$ cat config.mk
export PLATFORM = sky130hd
export DESIGN_NAME = dsau_top
export DESIGN_NICKNAME = d
export VERILOG_FILES = /design/src/logic/dsau_pkg.sv /design/src/logic/dsau_top.sv
export VERILOG_INCLUDE_DIRS = /design/src /design/src/logic
export SDC_FILE = /design/constraint.sdc
export NUM_CORES = 1
export LEC_CHECK = 0
export ABC_AREA = 0
export BUFFER_PORTS_ARGS = -buffer_cell sky130_fd_sc_hd__buf_2
export CAP_MARGIN = 20
export CELL_PAD_IN_SITES_DETAIL_PLACEMENT = 1
export CELL_PAD_IN_SITES_GLOBAL_PLACEMENT = 2
export CORE_ASPECT_RATIO = 0.9
export CORE_MARGIN = 4
export CORE_UTILIZATION = 25
export DETAILED_ROUTE_END_ITERATION = 12
export PLACE_DENSITY = 0.94
export SLEW_MARGIN = 10
export SYNTH_ARGS = -nofsm -noshare
export SYNTH_HDL_FRONTEND = slang
export SYNTH_SLANG_ARGS = --single-unit
$ cat constraint.sdc
create_clock -name I_CLK_SYS -period 5.1 [get_ports I_CLK_SYS]
set_input_delay 0.255 -clock I_CLK_SYS [delete_from_list [all_inputs] [get_ports I_CLK_SYS]]
set_output_delay 0.255 -clock I_CLK_SYS [all_outputs]
set_load 0.05 [all_outputs]
$ cat src/logic/dsau_params.svh
`ifndef DSAU_PARAMS_SVH
`define DSAU_PARAMS_SVH

// stack pointer value after reset
`define DSAU_SP_RST 16'h0800
// lowest legal stack address, below it is the special register region
`define DSAU_SFR_END 16'h0800
// fixed x/y boundary and end of implemented memory (plain defaults)
`define DSAU_Y_BASE 16'h0900
`define DSAU_PHYS_END 16'h0A00
// near direct field width
`define DSAU_NEAR_W 13
// pointer steps
`define DSAU_STEP_B 16'h0001
`define DSAU_STEP_W 16'h0002
// prefetch pointer register indices
`define DSAU_XP_A 4'h8
`define DSAU_XP_B 4'h9
`define DSAU_YP_A 4'hA
`define DSAU_YP_B 4'hB
// value returned by an invalid read
`define DSAU_ZERO 16'h0000

`endif

$ cat src/logic/dsau_pkg.sv
package dsau_pkg;
  // kind of word pushed on the stack, one-hot
  typedef enum logic [2:0]
  {
    DSAU_PUSH_DATA = 3'b001,
    DSAU_PUSH_CALL = 3'b010,
    DSAU_PUSH_EXC = 3'b100
  } dsau_push_t;
endpackage

$ cat src/logic/dsau_top.sv
`include "dsau_params.svh"

// Overview of operation
// - every data write goes over x write bus
// - bit-reversed update only for x writes
// - dual-operand prefetch uses its own pointer pairs
// - y bus never carries a write
// - accumulator write-back reaches whole data space
// - y path only for dual-operand prefetch, modulo
// - invalid or cross-space read returns zero
// - 16-bit byte effective addresses, 32K words
// - byte read selects lane onto low byte
// - shared word decode, separate byte write lanes
// - post-modify steps one for byte, two word
// - odd word access traps, write suppressed
// - byte load keeps working register high byte
// - near direct 13 bits, move 16 bits
// - stack grows up, post-inc push, pre-dec pop
// - call push clears upper byte of high word
// - exception push puts status low byte up
// - stack limit not reset, bit zero forced
// - push beyond equal limit raises stack error
// - stack address below 0x0800 raises stack error
// - x/y boundary fixed in hardware
module dsau_top import dsau_pkg::*;
(
  // clock and reset
  input wire logic I_CLK_SYS,
  input wire logic I_RST,
  // x access request
  input wire logic I_X_REQ,
  input wire logic I_X_WR,
  input wire logic I_X_BYTE,
  input wire logic I_X_NEAR,
  input wire logic I_X_ACC_WB,
  input wire logic I_MAC,
  input wire logic [3:0] I_X_PTR,
  input wire logic [15:0] I_X_EA,
  input wire logic [15:0] I_X_WDATA,
  input wire logic [15:0] I_WREG_OLD,
  // y prefetch request
  input wire logic I_Y_REQ,
  input wire logic [3:0] I_Y_PTR,
  input wire logic [15:0] I_Y_EA,
  input wire logic I_Y_MOD_EN,
  input wire logic [15:0] I_Y_MOD_START,
  input wire logic [15:0] I_Y_MOD_END,
  // pointer post-modify
  input wire logic [15:0] I_PM_PTR,
  input wire logic I_PM_BYTE,
  input wire logic I_PM_BITREV,
  input wire logic I_PM_WRITE,
  input wire logic [15:0] I_PM_BR_MOD,
  // stack
  input wire logic I_SP_PUSH,
  input wire logic I_SP_POP,
  input wire dsau_push_t I_PUSH_KIND,
  input wire logic [15:0] I_PUSH_DATA,
  input wire logic [7:0] I_SRL,
  input wire logic I_SP_WR,
  input wire logic [15:0] I_SP_WDATA,
  input wire logic I_STACK_LIMIT_REGISTER_WR,
  input wire logic [15:0] I_STACK_LIMIT_REGISTER_WDATA,
  // data memory
  output logic [14:0] O_MEM_X_ADDR,
  output logic O_MEM_X_RE,
  output logic [1:0] O_MEM_X_WE,
  output logic [15:0] O_MEM_X_WDATA,
  input wire logic [15:0] I_MEM_X_RDATA,
  output logic [14:0] O_MEM_Y_ADDR,
  output logic O_MEM_Y_RE,
  input wire logic [15:0] I_MEM_Y_RDATA,
  // results
  output logic [15:0] O_X_RDATA,
  output logic O_X_RVALID,
  output logic [15:0] O_WREG_NEW,
  output logic [15:0] O_Y_RDATA,
  output logic O_Y_RVALID,
  output logic [15:0] O_Y_PTR_NEXT,
  output logic [15:0] O_PM_PTR_NEXT,
  output logic [15:0] O_SP,
  // trap requests
  output logic O_ADDR_ERR_TRAP,
  output logic O_STACK_ERR_TRAP
);

////////////////////////////////////////////////////////////////////////////////

logic [15:0] sp_reg, sp_next;
logic [15:0] stack_limit_register_reg;
logic [15:0] x_rdata_reg, wreg_reg, y_rdata_reg, y_ptr_reg, pm_reg;
logic x_rvalid_reg, y_rvalid_reg, aerr_reg, serr_reg;
wire logic [15:0] x_ea, pop_ea, stk_ea, acc_ea, push_word, x_rfmt, pm_next;
wire logic stk_act, acc_byte, acc_wr, acc_rd, acc_req, misalign;
wire logic impl, x_in_y, xptr_ok, mac_x_bad, x_zero;
wire logic y_in, yptr_ok, y_go, y_zero, stk_ovf, stk_unf;
wire logic [7:0] rbyte;

////////////////////////////////////////////////////////////////////////////////
// x address selection: stack traffic shares the x port

assign x_ea = I_X_NEAR ? {3'h0, I_X_EA[`DSAU_NEAR_W-1:0]} : I_X_EA;
// pop pre-decrements, push uses current word
assign pop_ea = sp_reg - `DSAU_STEP_W;
assign stk_ea = I_SP_POP ? pop_ea : sp_reg;
assign stk_act = I_SP_PUSH | I_SP_POP;
assign acc_ea = stk_act ? stk_ea : x_ea;
assign acc_byte = !stk_act & I_X_BYTE;
assign acc_wr = stk_act ? I_SP_PUSH : (I_X_REQ & I_X_WR);
assign acc_rd = stk_act ? I_SP_POP : (I_X_REQ & !I_X_WR);
assign acc_req = stk_act | I_X_REQ;
assign misalign = acc_req & !acc_byte & acc_ea[0];

////////////////////////////////////////////////////////////////////////////////
// space decode; constants only, so software cannot move the boundary

assign impl = acc_ea < `DSAU_PHYS_END;
assign x_in_y = (acc_ea >= `DSAU_Y_BASE) && impl;
assign xptr_ok = (I_X_PTR == `DSAU_XP_A) || (I_X_PTR == `DSAU_XP_B);
// write-back and stack bypass the dual-operand restriction
assign mac_x_bad = I_MAC & !stk_act & !I_X_ACC_WB & (x_in_y | !xptr_ok);
assign x_zero = !impl | (mac_x_bad & acc_rd);

////////////////////////////////////////////////////////////////////////////////
// x memory port

// high word of a pushed program counter
assign push_word = (I_PUSH_KIND == DSAU_PUSH_CALL) ? {8'h00, I_PUSH_DATA[7:0]} :
                   (I_PUSH_KIND == DSAU_PUSH_EXC) ? {I_SRL, I_PUSH_DATA[7:0]} :
                   I_PUSH_DATA;

// word decode shared by both lanes
assign O_MEM_X_ADDR = acc_ea[15:1];
assign O_MEM_X_RE = acc_rd & !x_zero;
// single write path; byte data mirrored onto both lanes
assign O_MEM_X_WDATA = stk_act ? push_word :
                       (acc_byte ? {I_X_WDATA[7:0], I_X_WDATA[7:0]} : I_X_WDATA);
// misaligned write runs but never lands
assign O_MEM_X_WE = (!acc_wr || !impl || misalign) ? 2'h0 :
                    (!acc_byte ? 2'h3 : (acc_ea[0] ? 2'h2 : 2'h1));

assign rbyte = acc_ea[0] ? I_MEM_X_RDATA[15:8] : I_MEM_X_RDATA[7:0];
assign x_rfmt = x_zero ? `DSAU_ZERO : (acc_byte ? {8'h00, rbyte} : I_MEM_X_RDATA);

////////////////////////////////////////////////////////////////////////////////
// y prefetch port, read only, words only

assign y_go = I_Y_REQ & I_MAC;
assign y_in = (I_Y_EA >= `DSAU_Y_BASE) && (I_Y_EA < `DSAU_PHYS_END);
assign yptr_ok = (I_Y_PTR == `DSAU_YP_A) || (I_Y_PTR == `DSAU_YP_B);
assign y_zero = !y_in | !yptr_ok;
// no write strobe exists on this bus
assign O_MEM_Y_RE = y_go & !y_zero;
assign O_MEM_Y_ADDR = I_Y_EA[15:1];

////////////////////////////////////////////////////////////////////////////////
// pointer post-modify; bit-reverse is a reverse-carry add

wire logic [15:0] ptr_rev, mod_rev, sum_rev, br_sum;
assign sum_rev = ptr_rev + mod_rev;
genvar gi;
generate
  for (gi = 0; gi < 16; gi = gi + 1)
  begin : g_rev
    assign ptr_rev[gi] = I_PM_PTR[15-gi];
    assign mod_rev[gi] = I_PM_BR_MOD[15-gi];
    assign br_sum[gi] = sum_rev[15-gi];
  end
endgenerate
// byte step one, word step two
assign pm_next = (I_PM_BITREV && I_PM_WRITE) ? br_sum :
                 (I_PM_PTR + (I_PM_BYTE ? `DSAU_STEP_B : `DSAU_STEP_W));

////////////////////////////////////////////////////////////////////////////////
// stack checks

// equal is still legal, next push is not
assign stk_ovf = I_SP_PUSH & (sp_reg > stack_limit_register_reg);
assign stk_unf = stk_act & (stk_ea < `DSAU_SFR_END);

// pointer update, direct write wins over push and pop
always_comb
begin
  sp_next = sp_reg;
  if (I_SP_WR)
    sp_next = {I_SP_WDATA[15:1], 1'b0};
  else if (I_SP_PUSH)
    sp_next = sp_reg + `DSAU_STEP_W;
  else if (I_SP_POP)
    sp_next = pop_ea;
end

////////////////////////////////////////////////////////////////////////////////
// registers

always_ff @(posedge I_CLK_SYS)
begin
  if (I_RST)
    sp_reg <= `DSAU_SP_RST;
  else
    sp_reg <= sp_next;
end

// limit has no reset, word aligned
always_ff @(posedge I_CLK_SYS)
begin
  if (I_STACK_LIMIT_REGISTER_WR)
    stack_limit_register_reg <= {I_STACK_LIMIT_REGISTER_WDATA[15:1], 1'b0};
end

always_ff @(posedge I_CLK_SYS)
begin
  if (I_RST)
  begin
    x_rdata_reg <= `DSAU_ZERO;
    wreg_reg <= `DSAU_ZERO;
    x_rvalid_reg <= 1'b0;
  end
  else
  begin
    x_rdata_reg <= x_rfmt;
    // byte load leaves high byte alone
    wreg_reg <= acc_byte ? {I_WREG_OLD[15:8], x_rfmt[7:0]} : x_rfmt;
    x_rvalid_reg <= acc_rd;
  end
end

always_ff @(posedge I_CLK_SYS)
begin
  if (I_RST)
  begin
    y_rdata_reg <= `DSAU_ZERO;
    y_rvalid_reg <= 1'b0;
    y_ptr_reg <= `DSAU_ZERO;
    pm_reg <= `DSAU_ZERO;
  end
  else
  begin
    y_rdata_reg <= y_zero ? `DSAU_ZERO : I_MEM_Y_RDATA;
    y_rvalid_reg <= y_go;
    y_ptr_reg <= (I_Y_MOD_EN && (I_Y_EA == I_Y_MOD_END)) ? I_Y_MOD_START :
                 (I_Y_EA + `DSAU_STEP_W);
    pm_reg <= pm_next;
  end
end

// misalignment raises the address trap, overflow and underflow share the stack trap; only a misaligned write is suppressed
always_ff @(posedge I_CLK_SYS)
begin
  if (I_RST)
  begin
    aerr_reg <= 1'b0;
    serr_reg <= 1'b0;
  end
  else
  begin
    aerr_reg <= misalign;
    serr_reg <= stk_ovf | stk_unf;
  end
end

assign O_X_RDATA = x_rdata_reg;
assign O_X_RVALID = x_rvalid_reg;
assign O_WREG_NEW = wreg_reg;
assign O_Y_RDATA = y_rdata_reg;
assign O_Y_RVALID = y_rvalid_reg;
assign O_Y_PTR_NEXT = y_ptr_reg;
assign O_PM_PTR_NEXT = pm_reg;
assign O_SP = sp_reg;
assign O_ADDR_ERR_TRAP = aerr_reg;
assign O_STACK_ERR_TRAP = serr_reg;
endmodule

==> results of run 1 <==
==> worst max-delay path, cell delays in order, from the launching register on <==
cell and delay (ns):
dfxtp_1 0.46, nor4b_4 0.56, nand3_1 0.21, or3_1 0.38
xor2_1 0.42, a221oi_4 0.24, nor4_1 0.31, buf_2 0.32
==> cell usage in the layout (no fill, tap or decap), types with 24 or more instances in the layout <==
cell and n:
dfxtp_1 91, nor2_1 98, ha_1 35, xnor2_1 43
nand2_1 65, a211oi_1 34, buf_2 380, xor2_1 31
inv_1 29, a21oi_1 52, mux2i_1 24
==> cell families (layout without fill, tap and decap cells) <==
group	count (synthesis)	after routing	share of synthesized area [%]
xor gates and xnor gates	74	74	9.58
buffers and inverters	92	428	6.73
adders and majority gates	37	37	7.07
and+or+nand+nor	308	308	23.1
muxes	24	24	3.55
DFF	106	106	33.6
AOI/OAI and AO/OA	162	162	16.4
other	1	2	0.0554
==> cell type report <==
class,count,area (µm²),area share (%)
Multi-Input combinational cell,606,4040,44.4
Sequential cell,106,2270,25.0
Timing Repair Buffer,383,1920,21.2
Tap cell,348,435,4.79
Clock buffer,9,225,2.48
Inverter,29,109,1.20
Clock inverter,7,81.3,0.895
Antenna cell,1,2.50,0.0275
==> power by group through the flow <==
stage | Combinational (µW) | Clock (µW) | Sequential (µW)
floorplan | 466 | 0 | 1080
global placement | 869 | 0 | 949
detailed placement | 882 | 0 | 951
CTS | 886 | 775 | 932
global route | 945 | 807 | 938
finish | 879 | 746 | 931
==> metrics by stage <==
step / hold slack (ns) / instances
after floorplan: 0.351 / 804
after global placement: 0.433 / 1472
after detailed placement: 0.433 / 1472
after CTS: 0.0472 / 1488
after global routing: 0.0516 / 1488
final: 0.0654 / 1489
==> worst max-delay path by stage <==
stage                             startpoint                        end  slack (ns)
final                     O_SP[3]$_SDFF_PP0_              O_MEM_X_WE[1]        1.58
after global routing      O_SP[3]$_SDFF_PP0_              O_MEM_X_WE[1]        1.32
after CTS                 O_SP[3]$_SDFF_PP0_              O_MEM_X_WE[1]        1.50
after detailed placement            I_SP_POP              O_MEM_X_WE[1]        1.84
after global placement              I_SP_POP  O_WREG_NEW[10]$_SDFF_PP0_        1.93
after floorplan           O_SP[3]$_SDFF_PP0_              O_MEM_X_WE[1]        0.51
==> routing by layer <==
| layer | vias to the layer above | GRT usage [%] |
|---|---|---|
| li1 | 3494 | - |
| met1 | 3410 | 22.0 |
| met2 | 270 | 33.2 |
| met3 | 27 | 4.56 |
| met4 | 4 | 4.20 |
| met5 | - | 0 |
==> flow_summary_export.csv, run 1 <==
group,metric,value,unit
outcome,status,"finished, final reports clean",
clocking,cts.sinks,106,
routing,wl_met3,2070,µm
floorplanning,io_pins,394,
pwr,max-vdd-ir-drop,0.000152,V
timing,setup_ws,1.58,ns
setup_path,crit_arrival,3.27,ns
yosys,yosysTopAreaCell,"dfxtp_1",
setup_path,crit_required,4.85,ns
placement,placed_cell_area,8780,µm²
placement,finalWeightedCongestion,0.913,
yosys,synth-async-reset-ratio,0,%
yosys,yosys-top-cells-area,"dfxtp_1 (27%), edfxtp_1 (6.7%), ha_1 (6.5%)",
timing,hold_viol,0,
pwr,comb_power_share,34.4,%
setup_path,cp_max_fo,12,
cells_and_area,fillers,3325,
yosys,syn-cell-area,6760,µm²
pwr,powerDensity,281,nW/µm²
timing,clock.fmax,284,MHz
pwr,p_int,1520,µW
cells_and_area,drive_gt1_share,36.4,%
clocking,hold_buffers,0,
hold_path,holdPathStages,1,
clocking,cts_max_level,3,
setup_path,start_kind,"flip-flop",
timing,slew_headroom,29.9,%
yosys,synth_cell_type_count,66,
timing,fin_setup_tns,0,ns
timing,period_needed,3.52,ns
floorplanning,initial_utilization,25.7,%
timing,grt_setup_unrepaired,"no",
pwr,clkPwrFrac,29.2,%
clocking,cts_buffer_depth,2,
run,drv_cap,0,
routing,viasPerCell,4.84,
clocking,clk_latency,0.36,ns
placement,pre_cts_slack,1.84,ns
yosys,yosysMostFrequentCell,"nor2_1",
routing,highest_layer,"met5",
timing,worst_pin_slew,1.04,ns
clocking,cts_tree,"built",
floorplanning,die-area,29800,µm²
timing,skew,0.0176,ns
grt,gr-usage-all-layers,18.3,%
cells_and_area,final_nets,1416,
yosys,ys_ff_latch,106,
setup_path,ff2ff_path_depth,7,
clocking,cts_made_buffers,9,
placement,dp_hpwl,24000,µm
setup_path,r2r-end,"O_WREG_NEW[9]$_SDFF_PP0_",
routing,final_antenna_net_count,0,
pwr,p_sw,1040,µW
yosys,yosysWarnings,0,
clocking,clk_pin_slew,0.09,ns
routing,post_drt_wl_per_cell,19.5,µm
clocking,cts-root-buf,"clkbuf_16",
hold_path,holdPathEnd,"stack_limit_register_reg[6]$_DFFE_PP_",
hold_path,worstHoldStart,"I_STACK_LIMIT_REGISTER_WDATA[6]",
floorplanning,row_count,56,
yosys,synthTopCellsByCount,"nor2_1 (98), dfxtp_1 (91), nand2_1 (65), a21oi_1 (52), xnor2_1 (43)",
floorplanning,die_w,181,µm
setup_path,critical_path_class,"reg2out",
timing,finalSetupViolations,0,
floorplanning,die_y,164,µm
clocking,post_cts_buffers,0,
cells_and_area,utilization,34.5,%
routing,drc_errors,0,
setup_path,r2r_slack,1.92,ns
yosys,synth-main-ff-cell,"dfxtp_1",
hold_path,hp-class,"in2reg",
pwr,seq_power_share,36.4,%
routing,wl_met1,12000,µm
grt,grt_pass1_wl,43200,µm
yosys,postSynthAreaPerCell,8.41,µm²
placement,io_buffers,380,
cells_and_area,syn_to_final_growth,34.3,%
pwr,total_power,2560,µW
cells_and_area,postLayoutCellArea,9090,µm²
grt,antenna_found_initial,2,
yosys,syn_inst,804,
yosys,synth_top_area_share,26.9,%
setup_path,end_kind,"output pin",
pwr,sw_frac_of_total,40.5,%
routing,drt_first_pass_iters,4,
routing,wl_met2,14400,µm
yosys,synth_fp_nets,1085,
grt,grt_overflow,0,
pwr,leakagePower,0.00443,µW
routing,drtIter0Drc,281,
timing,period_share,69.1,%
grt,grt_pass1_vias,7600,
yosys,synth_edf_count,15,
setup_path,r2r_start,"O_SP[3]$_SDFF_PP0_",
yosys,seq_area_frac_synth,33.6,%
routing,vias,7205,
timing,slew_viol_final,0,
clocking,post_cts_resized,0,
grt,grt_max_degree,48,
routing,wirelength,29000,µm
floorplanning,design.core.area,26300,µm²
No activity file was read; power rests on OpenSTA's default activity.
==> inputs of run 2 (changes only) <==
CORE_UTILIZATION = 21   (was 25)
PLACE_DENSITY = 0.86   (was 0.94)
clock period = 3.05 ns   (was 5.1 ns; I/O delays follow)
==> run 2 against run 1 <==
Effect of this change:
- non-clock buffer count is 62 higher
- power up 70%
- sequential share of layout area decreased by 1.7 points
- wire length up 4.7%
- cell area rose by 7.9%
- combinational power up 83%
- die area rose by 18%
- critical path type unchanged
- largest cell class unchanged
==> flow_summary_export.csv, run 2 (synthesized netlist as in run 1, its figures left out) <==
group,metric,value,unit
timing,whs,0.0217,ns
placement,dp_hpwl,25000,µm
clocking,cts_buffer_depth,2,
grt,grt_pass1_vias,7930,
setup_path,crit_required,2.90,ns
routing,drtIter0Drc,172,
timing,setup_ws,0.180,ns
grt,antenna_found_initial,4,
grt,gr-usage-all-layers,16.3,%
timing,slew_viol_final,0,
routing,post_drt_wl_per_cell,18.7,µm
grt,grt_overflow,0,
routing,drt_first_pass_iters,4,
routing,viasPerCell,4.63,
cells_and_area,final_cell_mix,"buf_2 (377), nor2_1 (98), dfxtp_1 (85), nand2_1 (65), a21oi_1 (52)",
cells_and_area,fillers,3966,
clocking,cts_max_level,3,
setup_path,end_kind,"output pin",
cells_and_area,final_common_cell,"buf_2",
routing,wirelength,30300,µm
placement,io_buffers,380,
floorplanning,die-area,35100,µm²
setup_path,crit_path_cell_trace,"nor4b_4 -> buf_6 -> nand4_1 -> xor2_1 -> a22oi_1 -> or4_4 -> nor4_4 -> clkbuf_4",
cells_and_area,syn_to_final_growth,45.0,%
clocking,cts-root-buf,"clkbuf_16",
cells_and_area,fin_cells,1621,
grt,grt_pass1_wl,44800,µm
clocking,clk_pin_slew,0.08,ns
placement,pre_cts_slack,0.334,ns
setup_path,critical_path_class,"reg2out",
routing,vias,7505,
cells_and_area,final_nets,1478,
setup_path,path_delay_family,"simple AND/OR/NAND/NOR gates",
setup_path,slowest_delay,0.67,ns
floorplanning,io_pins,394,
setup_path,crit_buf_inv,2,
routing,final_antenna_net_count,0,
timing,clock.fmax,348,MHz
pwr,max-vdd-ir-drop,0.000240,V
clocking,cts_tree,"built",
floorplanning,design.core.area,31800,µm²
pwr,leakagePower,0.00472,µW
floorplanning,die_y,178,µm
timing,period_share,94.1,%
cells_and_area,drive_gt1_share,37.8,%
pwr,powerDensity,443,nW/µm²
grt,grt_max_degree,36,
run,drv_cap,0,
timing,period_needed,2.87,ns
placement,place_inst,1565,
setup_path,start_kind,"flip-flop",
timing,skew,0.00835,ns
placement,finalWeightedCongestion,0.845,
hold_path,hp-class,"in2reg",
timing,hold_viol,0,
placement,placed_cell_area,9120,µm²
routing,drc_errors,0,
timing,worst_pin_slew,0.867,ns
timing,grt_setup_unrepaired,"no",
clocking,cts.sinks,106,
cells_and_area,postLayoutCellArea,9810,µm²
floorplanning,die_w,197,µm
setup_path,crit_arrival,2.72,ns
setup_path,cp_max_fo,7,
outcome,status,"finished, final reports clean",
clocking,clk_latency,0.35,ns
floorplanning,row_count,62,
floorplanning,initial_utilization,21.3,%
clocking,cts_made_buffers,9,
timing,slew_headroom,42.0,%
setup_path,critPathSlowestCell,"or4_4",
timing,finalSetupViolations,0,
-- run 2: cell type report --
class,instances,area (µm²),share of cell area (%)
well taps,416,520,5.31
diodes,3,7.51,0.0766
multi-input cells,606,4100,41.8
inverters,29,109,1.11
clock buffers,10,229,2.34
clock inverters,6,57.6,0.587
flip-flops and latches,106,2280,23.3
repair buffers,445,2500,25.5
-- run 2: per-stage QoR --
step	util [%]	TNS (ns)	power, µW
after global placement	28.7	0	3110
after global routing	30.8	0	4580
after detailed placement	28.7	0	3130
after floorplan	-	-0.0227	2610
after CTS	30.7	0	4400
final	30.8	0	4340
-- run 2: per-layer routing --
| metal | GRT usage (%) | routed length, µm | up-vias |
|---|---|---|---|
| li1 | - | - | 3607 |
| met1 | 20.0 | 12700 | 3576 |
| met2 | 28.7 | 14800 | 286 |
| met3 | 3.87 | 2150 | 34 |
| met4 | 4.36 | 581 | 2 |
| met5 | 0 | 7 | - |
-- run 2: timing repair --
action	4_1_cts	5_1_grt
gates cloned	0	0
hold buffers	34	0
setup buffers	1	2
resized for setup	5	5
setup endpoints to repair	3	3
hold endpoints to repair	34	0
pin swaps	2	2
-- run 2: final timing paths --
| path | start | to | slack, ns | cells past startpoint |
|---|---|---|---|---|
| worst max-delay path | O_SP[4]$_SDFF_PP0_ | O_MEM_X_WE[1] | 0.18 | 8 |
| worst min register to register | O_SP[14]$_SDFF_PP0_ | O_STACK_ERR_TRAP$_SDFF_PP0_ | 0.80 | 3 |
| worst max register to register | O_SP[4]$_SDFF_PP0_ | O_WREG_NEW[9]$_SDFF_PP0_ | 0.28 | 10 |
| worst min-delay path | I_WREG_OLD[11] | O_WREG_NEW[11]$_SDFF_PP0_ | 0.02 | 2 |
-- run 2: power breakdown --
group	internal [µW]	switching, µW
Clock	578	615
Sequential	1500	40.6
Combinational	531	1080
==> inputs of run 3 (changes only) <==
CORE_MARGIN = 3   (was 4)
==> run 3 against run 2 <==
Effect of this change:
- worst hold slack improved by 0.0052 ns
- register-to-register slack worse by 0.16 ns
- die area is 2.1% lower
- power is 2.2% higher
- count of clock-buffer cells in the layout rose by 1
- largest power group unchanged
- setup slack lost 0.076 ns
- via count decreased by 1.3%
- utilization up 0.62 points
- final cell count decreased by 0.56%
==> flow_summary_export.csv, run 3 (synthesized netlist as in run 1, its figures left out) <==
group,metric,value,unit
outcome,status,"finished, final reports clean",
clocking,cts_buffer_depth,2,
clocking,clk_latency,0.36,ns
routing,drtIter0Drc,213,
grt,grt_max_degree,36,
clocking,cts-root-buf,"clkbuf_16",
timing,period_needed,2.95,ns
floorplanning,die_y,176,µm
cells_and_area,final_nets,1477,
timing,clock.fmax,339,MHz
setup_path,start_kind,"flip-flop",
hold_path,holdPathEnd,"O_SP[14]$_SDFF_PP0_",
cells_and_area,syn_to_final_growth,45.5,%
hold_path,holdPathStages,3,
routing,drc_errors,0,
setup_path,critical_path_class,"reg2out",
routing,drt_first_pass_iters,4,
routing,wirelength,30600,µm
timing,worst_pin_slew,0.787,ns
clocking,cts_max_level,3,
timing,fin_setup_tns,0,ns
floorplanning,die-area,34400,µm²
floorplanning,io_pins,394,
timing,slew_headroom,47.3,%
setup_path,end_kind,"output pin",
routing,post_drt_wl_per_cell,19.0,µm
setup_path,startpoint,"O_SP[5]$_SDFF_PP0_",
placement,io_buffers,380,
floorplanning,initial_utilization,21.6,%
run,drv_cap,0,
timing,period_share,96.6,%
grt,grt_overflow,0,
floorplanning,die_w,195,µm
timing,whs,0.0268,ns
pwr,powerDensity,451,nW/µm²
timing,finalSetupViolations,0,
placement,finalWeightedCongestion,0.841,
cells_and_area,drive_gt1_share,37.9,%
placement,pre_cts_slack,0.116,ns
routing,final_antenna_net_count,0,
floorplanning,row_count,61,
pwr,leakagePower,0.00473,µW
pwr,total_power,4440,µW
placement,dp_hpwl,24700,µm
clocking,clk_pin_slew,0.09,ns
setup_path,cp_max_fo,7,
grt,grt_pass1_wl,45600,µm
hold_path,hp-class,"in2reg",
floorplanning,design.core.area,31300,µm²
grt,antenna_found_initial,6,
clocking,cts_made_buffers,9,
grt,gr-usage-all-layers,17.0,%
timing,hold_viol,0,
setup_path,ff2ff_path_depth,11,
grt,grt_pass1_vias,7849,
clocking,cts.sinks,106,
setup_path,crit_required,2.90,ns
routing,vias,7404,
setup_path,crit_arrival,2.79,ns
setup_path,r2r_slack,0.12,ns
setup_path,r2r-end,"O_X_RDATA[12]$_SDFF_PP0_",
cells_and_area,final_common_cell,"buf_2",
clocking,cts_tree,"built",
timing,setup_ws,0.104,ns
setup_path,r2r_start,"O_SP[5]$_SDFF_PP0_",
timing,skew,0.0110,ns
timing,slew_viol_final,0,
cells_and_area,utilization,31.4,%
hold_path,worstHoldStart,"I_SP_WDATA[14]",
routing,viasPerCell,4.59,
cells_and_area,final_cell_mix,"buf_2 (377), nor2_1 (98), dfxtp_1 (85), nand2_1 (65), a21oi_1 (52)",
pwr,max-vdd-ir-drop,0.000232,V
==> run 3: repair_timing <==
item                                    in CTS  in global routing
endpoints found under the setup margin       3                  3
endpoints found under the hold margin       33                  0
pin swaps                                    2                  4
resized for setup                            7                  3
gates cloned                                 0                  0
setup buffers                                3                  4
hold buffers                                33                  0
==> run 3: layout make-up <==
type                            instances  area, µm²
Inverter                               29        109
Tap cell                              409        512
Fill cell                            3854      21500
Antenna cell                            2       5.00
Multi-Input combinational cell        606       4120
Timing Repair Buffer                  444       2510
Clock buffer                           11        254
Clock inverter                          5       53.8
Sequential cell                       106       2280
==> run 3: per-stage QoR <==
step / cell area, µm² / cells
5_1_grt: 9840 / 1611
4_1_cts: 9770 / 1606
3_5_place_dp: 9080 / 1554
2_1_floorplan: 6860 / 804
6_report: 9840 / 1612
3_3_place_gp: 9080 / 1554
==> run 3: power by group <==
group | switching (µW) | total, µW | internal (µW)
logic | 1080 | 1620 | 538
clock network | 650 | 1280 | 630
registers | 43.1 | 1540 | 1500
==> run 3: how the worst max path moves through the flow <==
stage	to	slack (ns)	cells after the start
floorplan	O_MEM_X_WE[0]	-0.02	8
finish	O_MEM_X_RE	0.10	8
global route	O_MEM_X_RE	-0.04	8
CTS	O_MEM_X_WE[0]	0.02	8
global placement	O_WREG_NEW[15]$_SDFF_PP0_	0.21	7
detailed placement	O_WREG_NEW[8]$_SDFF_PP0_	0.12	7
==> run 3: layer usage <==
metal	GRT usage, %	wire (µm)
met3	4.29	2070
met2	30.0	15000
met5	0	13
met4	4.28	530
met1	20.6	12900
==> run 3: worst max-delay path: stages (launching register included) <==
cell     delay [ns]
dfxtp_2        0.34
nor4b_4        0.32
buf_6          0.18
nand4_1        0.18
xor2_2         0.23
a22oi_1        0.11
or4_4          0.62
nor3_4         0.22
buf_4          0.22
